### config.mk
export PLATFORM = sky130hd
export DESIGN_NAME = psc_sample_control
export DESIGN_NICKNAME = d
export VERILOG_FILES = /design/src/psc_pkg.sv /design/src/psc_sample_control.sv
export SDC_FILE = /design/constraint.sdc
export NUM_CORES = 1
export LEC_CHECK = 0
export ABC_AREA = 1
export BUFFER_PORTS_ARGS = -buffer_cell sky130_fd_sc_hd__buf_2
export CAP_MARGIN = 20
export CELL_PAD_IN_SITES_DETAIL_PLACEMENT = 1
export CELL_PAD_IN_SITES_GLOBAL_PLACEMENT = 1
export CORE_MARGIN = 2
export CORE_UTILIZATION = 24
export DETAILED_ROUTE_END_ITERATION = 10
export GPL_TIMING_DRIVEN = 0
export HOLD_SLACK_MARGIN = 0.12
export PLACE_DENSITY_LB_ADDON = 0.1
export SYNTH_ARGS = -nofsm -noshare
export SYNTH_HDL_FRONTEND = slang
export SYNTH_SLANG_ARGS = --single-unit
export TNS_END_PERCENT = 5
### constraint.sdc
create_clock -name mclk -period 1.4 [get_ports mclk]
set_clock_uncertainty 0.05 [all_clocks]
set_input_delay 0.14 -clock mclk [delete_from_list [all_inputs] [get_ports mclk]]
set_output_delay 0.14 -clock mclk [all_outputs]
set_load 0.01 [all_outputs]
### src/psc_pkg.sv
package psc_pkg;

    // Stored control fields, bit positions within a control register
    localparam int unsigned BIT_EL0_EN = 0;
    localparam int unsigned BIT_EL1_EN = 1;
    localparam int unsigned BIT_CX = 3;
    localparam int unsigned BIT_PA = 4;
    localparam int unsigned BIT_TS = 5;
    localparam int unsigned BIT_PCT = 6;
    localparam int unsigned CTRL_W = 7;
    localparam int unsigned DATA_W = 64;

    // Bits that hold state; bits 63:7 and 2 are reserved zero
    localparam logic [6:0] CTRL_WR_MASK = 7'h7B;

    // Reset values of both control registers
    localparam logic [6:0] LEVEL1_RESET = 7'h00;
    localparam logic [6:0] LEVEL2_RESET = 7'h00;

    // Buffer-owner encodings
    localparam logic [1:0] OWNER_EL1 = 2'h0;
    localparam logic [1:0] SEC_OWNER_SECURE = 2'h1;
    localparam logic [1:0] SEC_OWNER_NONSECURE = 2'h3;

    // Privilege levels
    localparam logic [1:0] LVL0 = 2'h0;
    localparam logic [1:0] LVL1 = 2'h1;
    localparam logic [1:0] LVL2 = 2'h2;
    localparam logic [1:0] LVL3 = 2'h3;

    // Register name used by the move instruction
    typedef enum logic [1:0] {
        PSC_NAME_LEVEL1 = 2'h0,
        PSC_NAME_ALIAS = 2'h1,
        PSC_NAME_LEVEL2 = 2'h2
    } psc_name_e;

    // Outcome of an access, one-hot
    typedef enum logic [3:0] {
        PSC_RES_OK = 4'h1,
        PSC_RES_UNDEF = 4'h2,
        PSC_RES_TRAP_EL2 = 4'h4,
        PSC_RES_TRAP_EL3 = 4'h8
    } psc_result_e;

endpackage

### src/psc_sample_control.sv
`timescale 1ns/10ps
// Notes on behaviour
// - Level-1 bit 1 enables level-1 sampling, bit 0 enables level-0 sampling.
// - Level-1 sampling enables ignored when non-secure with trap-general-exceptions set.
// - Level-1 bit 3 collects context id; ignored at level 2 or non-secure trapping.
// - Bit 4 collects physical addresses; combined with level-2 bit when non-secure and owner nonzero.
// - Bit 5 enables timestamps; level-1 copy ignored non-secure with owner zero.
// - Bit 6 picks physical count; level-1 copy reads one without level 2.
// - Level-1 address and counter bits ignored non-secure owner zero; combined non-secure owner nonzero, alone in secure.
// - Bits 63:7 and bit 2 of both registers read as zero.
// - Level-1 register access from level 0 is undefined.
// - Non-secure level-1 access traps to level 2 when profiling trap set.
// - Secure level 1 traps unless owner 01; level 2 or non-secure unless 11.
// - With host extension, level-1 name at level 2 reaches level-2 register.
// - Alias undefined at levels 0-1, host extension off, or secure with level 3.
// - Level-2 access via alias or level-2 register traps unless owner 11.
// - Level-2 register access from level 1 or 0 is undefined.
// - Without level 2, level-2 register reads zero but acts as address/counter one.
// - Level-2 bits 6..3 ignored in secure; timestamp also ignored when owner nonzero.
// - Level-2 counter select combines with level-1 select when non-secure and owner nonzero.
// - Level-2 bit 1 enables level-2 sampling; zero when owner nonzero, secure ignored.
// - Level-2 bit 0 enables host level-0 sampling; ignored secure or trapping clear.
module psc_sample_control #(
    parameter bit HAS_LEVEL2 = 1'b1,
    parameter bit HAS_LEVEL3 = 1'b1
) (
    // Clock and reset
    input wire logic mclk,
    input wire logic srst,
    // Processor state
    input wire logic [1:0] cur_level,
    input wire logic secure_state_indicator,
    input wire logic trap_general_exceptions,
    input wire logic host_extension_control,
    input wire logic [1:0] buffer_owner_field,
    input wire logic level2_profiling_trap,
    input wire logic [1:0] secure_buffer_owner_field,
    // System register move request
    input wire logic req_valid,
    input wire logic req_write,
    input wire logic [1:0] req_name,
    input wire logic [63:0] req_wdata,
    // Move response
    output logic rsp_valid,
    output logic [3:0] rsp_result,
    output logic [63:0] rsp_rdata,
    // Effective controls for the sampling logic
    output logic sampling_enabled,
    output logic timestamp_enable,
    output logic counter_select,
    output logic phys_addr_collect,
    output logic context_id1_collect,
    output logic context_id2_collect
);

    logic [6:0] level1_q;
    logic [6:0] level2_q;
    logic [6:0] next_level1;
    logic [6:0] next_level2;
    logic rsp_valid_q;
    logic [3:0] rsp_result_q;
    logic [63:0] rsp_rdata_q;
    logic next_rsp_valid;
    logic [3:0] next_rsp_result;
    logic [63:0] next_rsp_rdata;

    logic non_secure;
    logic owner_zero;
    logic tge_ns;
    logic [6:0] level1_view;
    logic [6:0] level2_view;
    logic [6:0] level2_act;
    logic hits_level1;
    logic hits_level2;
    logic [3:0] result;
    logic at_level0;
    logic at_level1;
    logic at_level2;
    logic below_level2;
    logic secure_level1;
    logic ns_level1;
    logic owner_is_secure;
    logic owner_is_nonsecure;
    logic trap_to_el2;
    logic secure_l1_trap;
    logic shared_trap;
    logic level2_trap;
    logic alias_undef;
    logic level1_name_redirect;
    logic level0_enable;
    logic level1_enable;
    logic level2_enable;

    // Level 3 always runs secure; below level 3 the state bit decides alone
    assign non_secure = secure_state_indicator && (cur_level != psc_pkg::LVL3);
    assign owner_zero = buffer_owner_field == psc_pkg::OWNER_EL1;
    assign tge_ns = non_secure && trap_general_exceptions;

    // Access qualifiers, decoded once and shared by all three register names
    assign at_level0 = cur_level == psc_pkg::LVL0;
    assign at_level1 = cur_level == psc_pkg::LVL1;
    assign at_level2 = cur_level == psc_pkg::LVL2;
    assign below_level2 = at_level0 || at_level1;
    assign secure_level1 = at_level1 && !non_secure;
    assign ns_level1 = at_level1 && non_secure;
    assign owner_is_secure = secure_buffer_owner_field == psc_pkg::SEC_OWNER_SECURE;
    assign owner_is_nonsecure = secure_buffer_owner_field == psc_pkg::SEC_OWNER_NONSECURE;
    assign trap_to_el2 = ns_level1 && level2_profiling_trap;
    // Level-3 traps need level 3 to exist at all
    assign secure_l1_trap = HAS_LEVEL3 && secure_level1 && !owner_is_secure;
    assign shared_trap = HAS_LEVEL3 && (at_level2 || ns_level1) && !owner_is_nonsecure;
    assign level2_trap = HAS_LEVEL3 && at_level2 && !owner_is_nonsecure;
    assign alias_undef = !HAS_LEVEL2 || below_level2 || !host_extension_control
        || (HAS_LEVEL3 && !secure_state_indicator);
    assign level1_name_redirect = at_level2 && host_extension_control;

    // Read views: reserved bits zero, level-1 counter bit forced without level 2
    always_comb begin
        level1_view = level1_q & psc_pkg::CTRL_WR_MASK;
        if (!HAS_LEVEL2) begin
            level1_view[psc_pkg::BIT_PCT] = 1'b1;
        end
    end

    // Stored enables kept while masked, so handing the buffer back restores them
    always_comb begin
        level2_view = level2_q & psc_pkg::CTRL_WR_MASK;
        if (!owner_zero) begin
            level2_view[psc_pkg::BIT_EL1_EN] = 1'b0;
            level2_view[psc_pkg::BIT_EL0_EN] = 1'b0;
        end
        if (!HAS_LEVEL2) begin
            level2_view = '0;
        end
    end

    // Value the sampling logic acts on, distinct from a direct read
    always_comb begin
        level2_act = level2_view;
        if (!HAS_LEVEL2) begin
            level2_act[psc_pkg::BIT_PA] = 1'b1;
            level2_act[psc_pkg::BIT_PCT] = 1'b1;
        end
    end

    // Access check: undefined first, then level-2 trap, then level-3 trap
    always_comb begin
        hits_level1 = 1'b0;
        hits_level2 = 1'b0;
        result = psc_pkg::PSC_RES_OK;
        case (psc_pkg::psc_name_e'(req_name))
            psc_pkg::PSC_NAME_LEVEL1: begin
                if (at_level0) begin
                    result = psc_pkg::PSC_RES_UNDEF;
                end else if (trap_to_el2) begin
                    result = psc_pkg::PSC_RES_TRAP_EL2;
                end else if (secure_l1_trap || shared_trap) begin
                    result = psc_pkg::PSC_RES_TRAP_EL3;
                end
                if (level1_name_redirect) begin
                    hits_level2 = 1'b1;
                end else begin
                    hits_level1 = 1'b1;
                end
            end

            psc_pkg::PSC_NAME_ALIAS: begin
                if (alias_undef) begin
                    result = psc_pkg::PSC_RES_UNDEF;
                end else if (level2_trap) begin
                    result = psc_pkg::PSC_RES_TRAP_EL3;
                end
                hits_level1 = 1'b1;
            end

            psc_pkg::PSC_NAME_LEVEL2: begin
                if (below_level2) begin
                    result = psc_pkg::PSC_RES_UNDEF;
                end else if (level2_trap) begin
                    result = psc_pkg::PSC_RES_TRAP_EL3;
                end
                hits_level2 = 1'b1;
            end

            default: begin
                result = psc_pkg::PSC_RES_UNDEF;
            end
        endcase
    end

    // Register update; refused accesses leave both registers alone
    always_comb begin
        next_level1 = level1_q;
        next_level2 = level2_q;
        if (req_valid && req_write && result == psc_pkg::PSC_RES_OK) begin
            if (hits_level1) begin
                next_level1 = req_wdata[6:0] & psc_pkg::CTRL_WR_MASK;
            end else if (hits_level2 && HAS_LEVEL2) begin
                // Writes dropped without level 2, the register is plain zero there
                next_level2 = req_wdata[6:0] & psc_pkg::CTRL_WR_MASK;
            end
        end
    end

    always_ff @(posedge mclk) begin
        if (srst) begin
            level1_q <= psc_pkg::LEVEL1_RESET;
            level2_q <= psc_pkg::LEVEL2_RESET;
        end else begin
            level1_q <= next_level1;
            level2_q <= next_level2;
        end
    end

    // Response carries the value before a write; zero when refused
    always_comb begin
        next_rsp_valid = req_valid;
        next_rsp_result = psc_pkg::PSC_RES_OK;
        next_rsp_rdata = '0;
        if (req_valid) begin
            next_rsp_result = result;
            if (result == psc_pkg::PSC_RES_OK && hits_level1) begin
                next_rsp_rdata = {57'h0, level1_view};
            end else if (result == psc_pkg::PSC_RES_OK && hits_level2) begin
                next_rsp_rdata = {57'h0, level2_view};
            end
        end
    end

    always_ff @(posedge mclk) begin
        if (srst) begin
            rsp_valid_q <= 1'b0;
            rsp_result_q <= psc_pkg::PSC_RES_OK;
            rsp_rdata_q <= '0;
        end else begin
            rsp_valid_q <= next_rsp_valid;
            rsp_result_q <= next_rsp_result;
            rsp_rdata_q <= next_rsp_rdata;
        end
    end

    assign rsp_valid = rsp_valid_q;
    assign rsp_result = rsp_result_q;
    assign rsp_rdata = rsp_rdata_q;

    // Per-level enables; level 0 follows the host bit while traps go to level 2
    assign level0_enable = tge_ns ? level2_act[psc_pkg::BIT_EL0_EN]
        : level1_view[psc_pkg::BIT_EL0_EN];
    assign level1_enable = !tge_ns && level1_view[psc_pkg::BIT_EL1_EN];
    assign level2_enable = non_secure && level2_act[psc_pkg::BIT_EL1_EN];

    // Effective controls; combinational so a level change takes effect at once
    always_comb begin
        sampling_enabled = 1'b0;
        case (cur_level)
            psc_pkg::LVL0: begin
                sampling_enabled = level0_enable;
            end

            psc_pkg::LVL1: begin
                sampling_enabled = level1_enable;
            end

            psc_pkg::LVL2: begin
                sampling_enabled = level2_enable;
            end

            // Level 3 never samples
            default: begin
                sampling_enabled = 1'b0;
            end
        endcase
    end

    // Collection selects; combining is a plain AND until the exact rule is known
    always_comb begin
        if (!non_secure) begin
            // Secure: level-2 bits all ignored
            timestamp_enable = level1_view[psc_pkg::BIT_TS];
            phys_addr_collect = level1_view[psc_pkg::BIT_PA];
            counter_select = level1_view[psc_pkg::BIT_PCT];
            context_id2_collect = 1'b0;
        end else if (owner_zero) begin
            // Level-1 copies ignored, level 2 owns the buffer
            timestamp_enable = level2_act[psc_pkg::BIT_TS];
            phys_addr_collect = level2_act[psc_pkg::BIT_PA];
            counter_select = level2_act[psc_pkg::BIT_PCT];
            context_id2_collect = level2_act[psc_pkg::BIT_CX];
        end else begin
            timestamp_enable = level1_view[psc_pkg::BIT_TS];
            phys_addr_collect = level1_view[psc_pkg::BIT_PA] && level2_act[psc_pkg::BIT_PA];
            counter_select = level1_view[psc_pkg::BIT_PCT] && level2_act[psc_pkg::BIT_PCT];
            context_id2_collect = level2_act[psc_pkg::BIT_CX];
        end
        // Counter choice only matters while timestamps are taken
        counter_select = counter_select && timestamp_enable;
        context_id1_collect = level1_view[psc_pkg::BIT_CX] && cur_level != psc_pkg::LVL2 && !tge_ns;
    end

endmodule

==> impl_metrics.ini <==
[drt]
first_pass_iters = 3
drc = 0
via_count = 1670
drtIter0Drc = 44
vias_per_cell = 3.67
routed_wl_mm = 4.58
wl_per_cell_um = 10.1
drtAntennaViolNets = 0

[timing]
finalCriticalPeriod_ps = 1320
rsz0062_at_grt = false
setup_tns_ps = 0
timing.final.hold_violations = 0
finalCritPeriodShare = 0.940
setup_viol = 0
fmax_ghz = 0.760
slew_viol_final = 0

[clocking]
cts-root-buf = clkbuf_8
cts_buffers = 3
clk_latency_ps = 260
cts_tree = built
cts_sinks = 23
clock_path_buffers = 2
clkSlewWorstSetupHoldPaths_ps = 90
htree_levels = 1

[synth]
ys_seq_elements = 23
ys.flop_type = dfxtp_1
yosys_warnings = 0
synth_common_cells = 59 x buf_4, 41 x inv_1, 39 x nand2_1
synth_top_area_frac = 0.258
ys_seq_area_frac = 0.258
synthTopCellsByArea = dfxtp_1 26%, buf_4 25%, inv_1 8.6%
netlist_area_um2 = 1780
synth_area_per_cell_um2 = 7.02
netlist.top_cell.by_area = dfxtp_1
synth_edf_count = 0
synth.most_common_cell = buf_4
synthDistinctLibCells = 30
syn_inst = 254
synthArstFlopShare = 0

[finish]
final.fill_count = 973
fin_nets = 437
fin_cells = 455
area_growth_pct = 36.3
finish.utilization = 0.337
antenna_cells = 0
final_cell_area_um2 = 2430
layout-drive-gt1-share = 0.382

[worst_setup_path]
crit_chain = inv_1, nor2_2, nand4_1, nand3_1, buf_2
critPathKind = reg2out
end_kind = output port
max_stage_delay_ps = 310
r2r_end = rsp_rdata[1]$_SDFF_PP0_
worstPathArrival_ps = 1130
r2r-start = level2_q[1]$_SDFFE_PP0P_
reg2regPathDepth = 4
crit_fanout = 2
cp-start-kind = register
cpMaxStageDelayCell = dfxtp_1
crit_required_ps = 1210
rrSetupSlack_ps = 530

[run_status]
status = finished, final reports clean

[global_routing]
use_met3 = 0.0184
grt_pass1_wl_mm = 7.38
antenna_found_initial = 0
met1_usage = 0.136
grt_overflow = 0
grt_start_max_net_pins = 13
grtUsageTotal = 0.110
first_global_vias = 1577
top_usage_layer = met2
grt.met2_usage = 0.195

[placement]
io_buffers = 38
hpwlAfterDp_mm = 3.72
post_dp_cell_area_um2 = 2310
gp_congestion = 0.716
numPlacedInstances = 448

[min_path]
hold_path_end = rsp_result[1]$_SDFF_PP0_
holdPathStages = 3
hp-class = in2reg
min-delay-start = req_name[0]

[pwr]
p_per_area_nw_per_um2 = 645
p_total_mw = 1.57
leakage_nw = 1.34
irDropWorstVdd_mv = 0.219

[floorplanning]
rows = 31
die_w_um = 90.2
dieArea_um2 = 8130
core_um2 = 7210
start_util = 0.247
dieHeight_um = 90.2
ios = 155

[flow_run]
drv_cap = 0
## through the flow
| stage | hold slack (ps) | setup slack [ps] |
|---|---|---|
| 6_report | 156 | 83.6 |
| 4_1_cts | 159 | 12.8 |
| 2_1_floorplan | 262 | 197 |
| 5_1_grt | 184 | 3.00 |
| 3_3_place_gp | 380 | -332 |
| 3_5_place_dp | 383 | -302 |
## registers in the layout, indices dropped and copies added (netlist names)
signal,cells
rsp_rdata,6
level1_q,6
rsp_result,4
rsp_valid,1
level2_q,6
## layer usage
| metal | share of wire | wire (um) |
|---|---|---|
| met1 | 0.44 | 2030 |
| met2 | 0.49 | 2240 |
| met3 | 0.062 | 283 |
| met4 | 0.0072 | 33 |
| met5 | 0 | 0 |
## logic make-up (layout without fill, tap and decap cells)
kind of cell,count (synthesis),count (layout),share of synthesized area
AO/OA/AOI/OAI,19,19,0.0674
buffers and inverters,108,153,0.368
flip-flops,23,23,0.258
other,1,58,0.00210
AND/OR/NAND/NOR,103,103,0.305
## layout make-up
| type | count | area, um2 | share of cell area |
|---|---|---|---|
| multi-input cells | 180 | 923 | 0.380 |
| plain buffers | 64 | 494 | 0.203 |
| flip-flops and latches | 23 | 463 | 0.191 |
| repair buffers | 41 | 215 | 0.0886 |
| inverters | 44 | 165 | 0.0680 |
| well taps | 99 | 124 | 0.0510 |
| clock buffers | 4 | 45.0 | 0.0185 |
## power by group
group | switching, mW | internal (mW) | leakage, nW
sequential | 0.00442 | 0.666 | 0.187
combinational | 0.270 | 0.205 | 1.13
clock | 0.219 | 0.203 | 0.0228
## worst max path at each step
stage                                        start                to  slack [ps]  depth (start not counted)
after floorplan             secure_state_indicator    counter_select         200                          6
after global placement      secure_state_indicator    counter_select        -330                          8
after detailed placement    secure_state_indicator    counter_select        -300                          8
after CTS                 level2_q[0]$_SDFFE_PP0P_  sampling_enabled          10                          5
after global routing      level2_q[0]$_SDFFE_PP0P_  sampling_enabled           3                          5
final                     level2_q[0]$_SDFFE_PP0P_  sampling_enabled          80                          5
## worst max-delay path: cells and delay by family, from the launching register on
| kind | cells | cell delay, ps |
|---|---|---|
| AND/OR/NAND/NOR | 3 | 360 |
| flip-flops | 1 | 310 |
| buffers and inverters | 2 | 180 |
## what timing repair did
| action | CTS | global route |
|---|---|---|
| resized for setup | 7 | 10 |
| pin swaps | 0 | 1 |
| endpoints found under the setup margin | 5 | 11 |
| endpoints found under the hold margin | 2 | 0 |
| buffers inserted | 2 | 0 |
| hold buffers | 1 | 0 |
## cells in the final DEF, fill, tap and decap left out, types with 6 or more instances in the layout
master   count
buf_4       61
inv_1       40
dfxtp_1     21
a21oi_1      8
nor2_1      19
nand3_1     14
buf_2       38
conb_1      58
nand2_1     37
nand2_2      6
nand4_1     14
(Power assumes the default switching activity.)
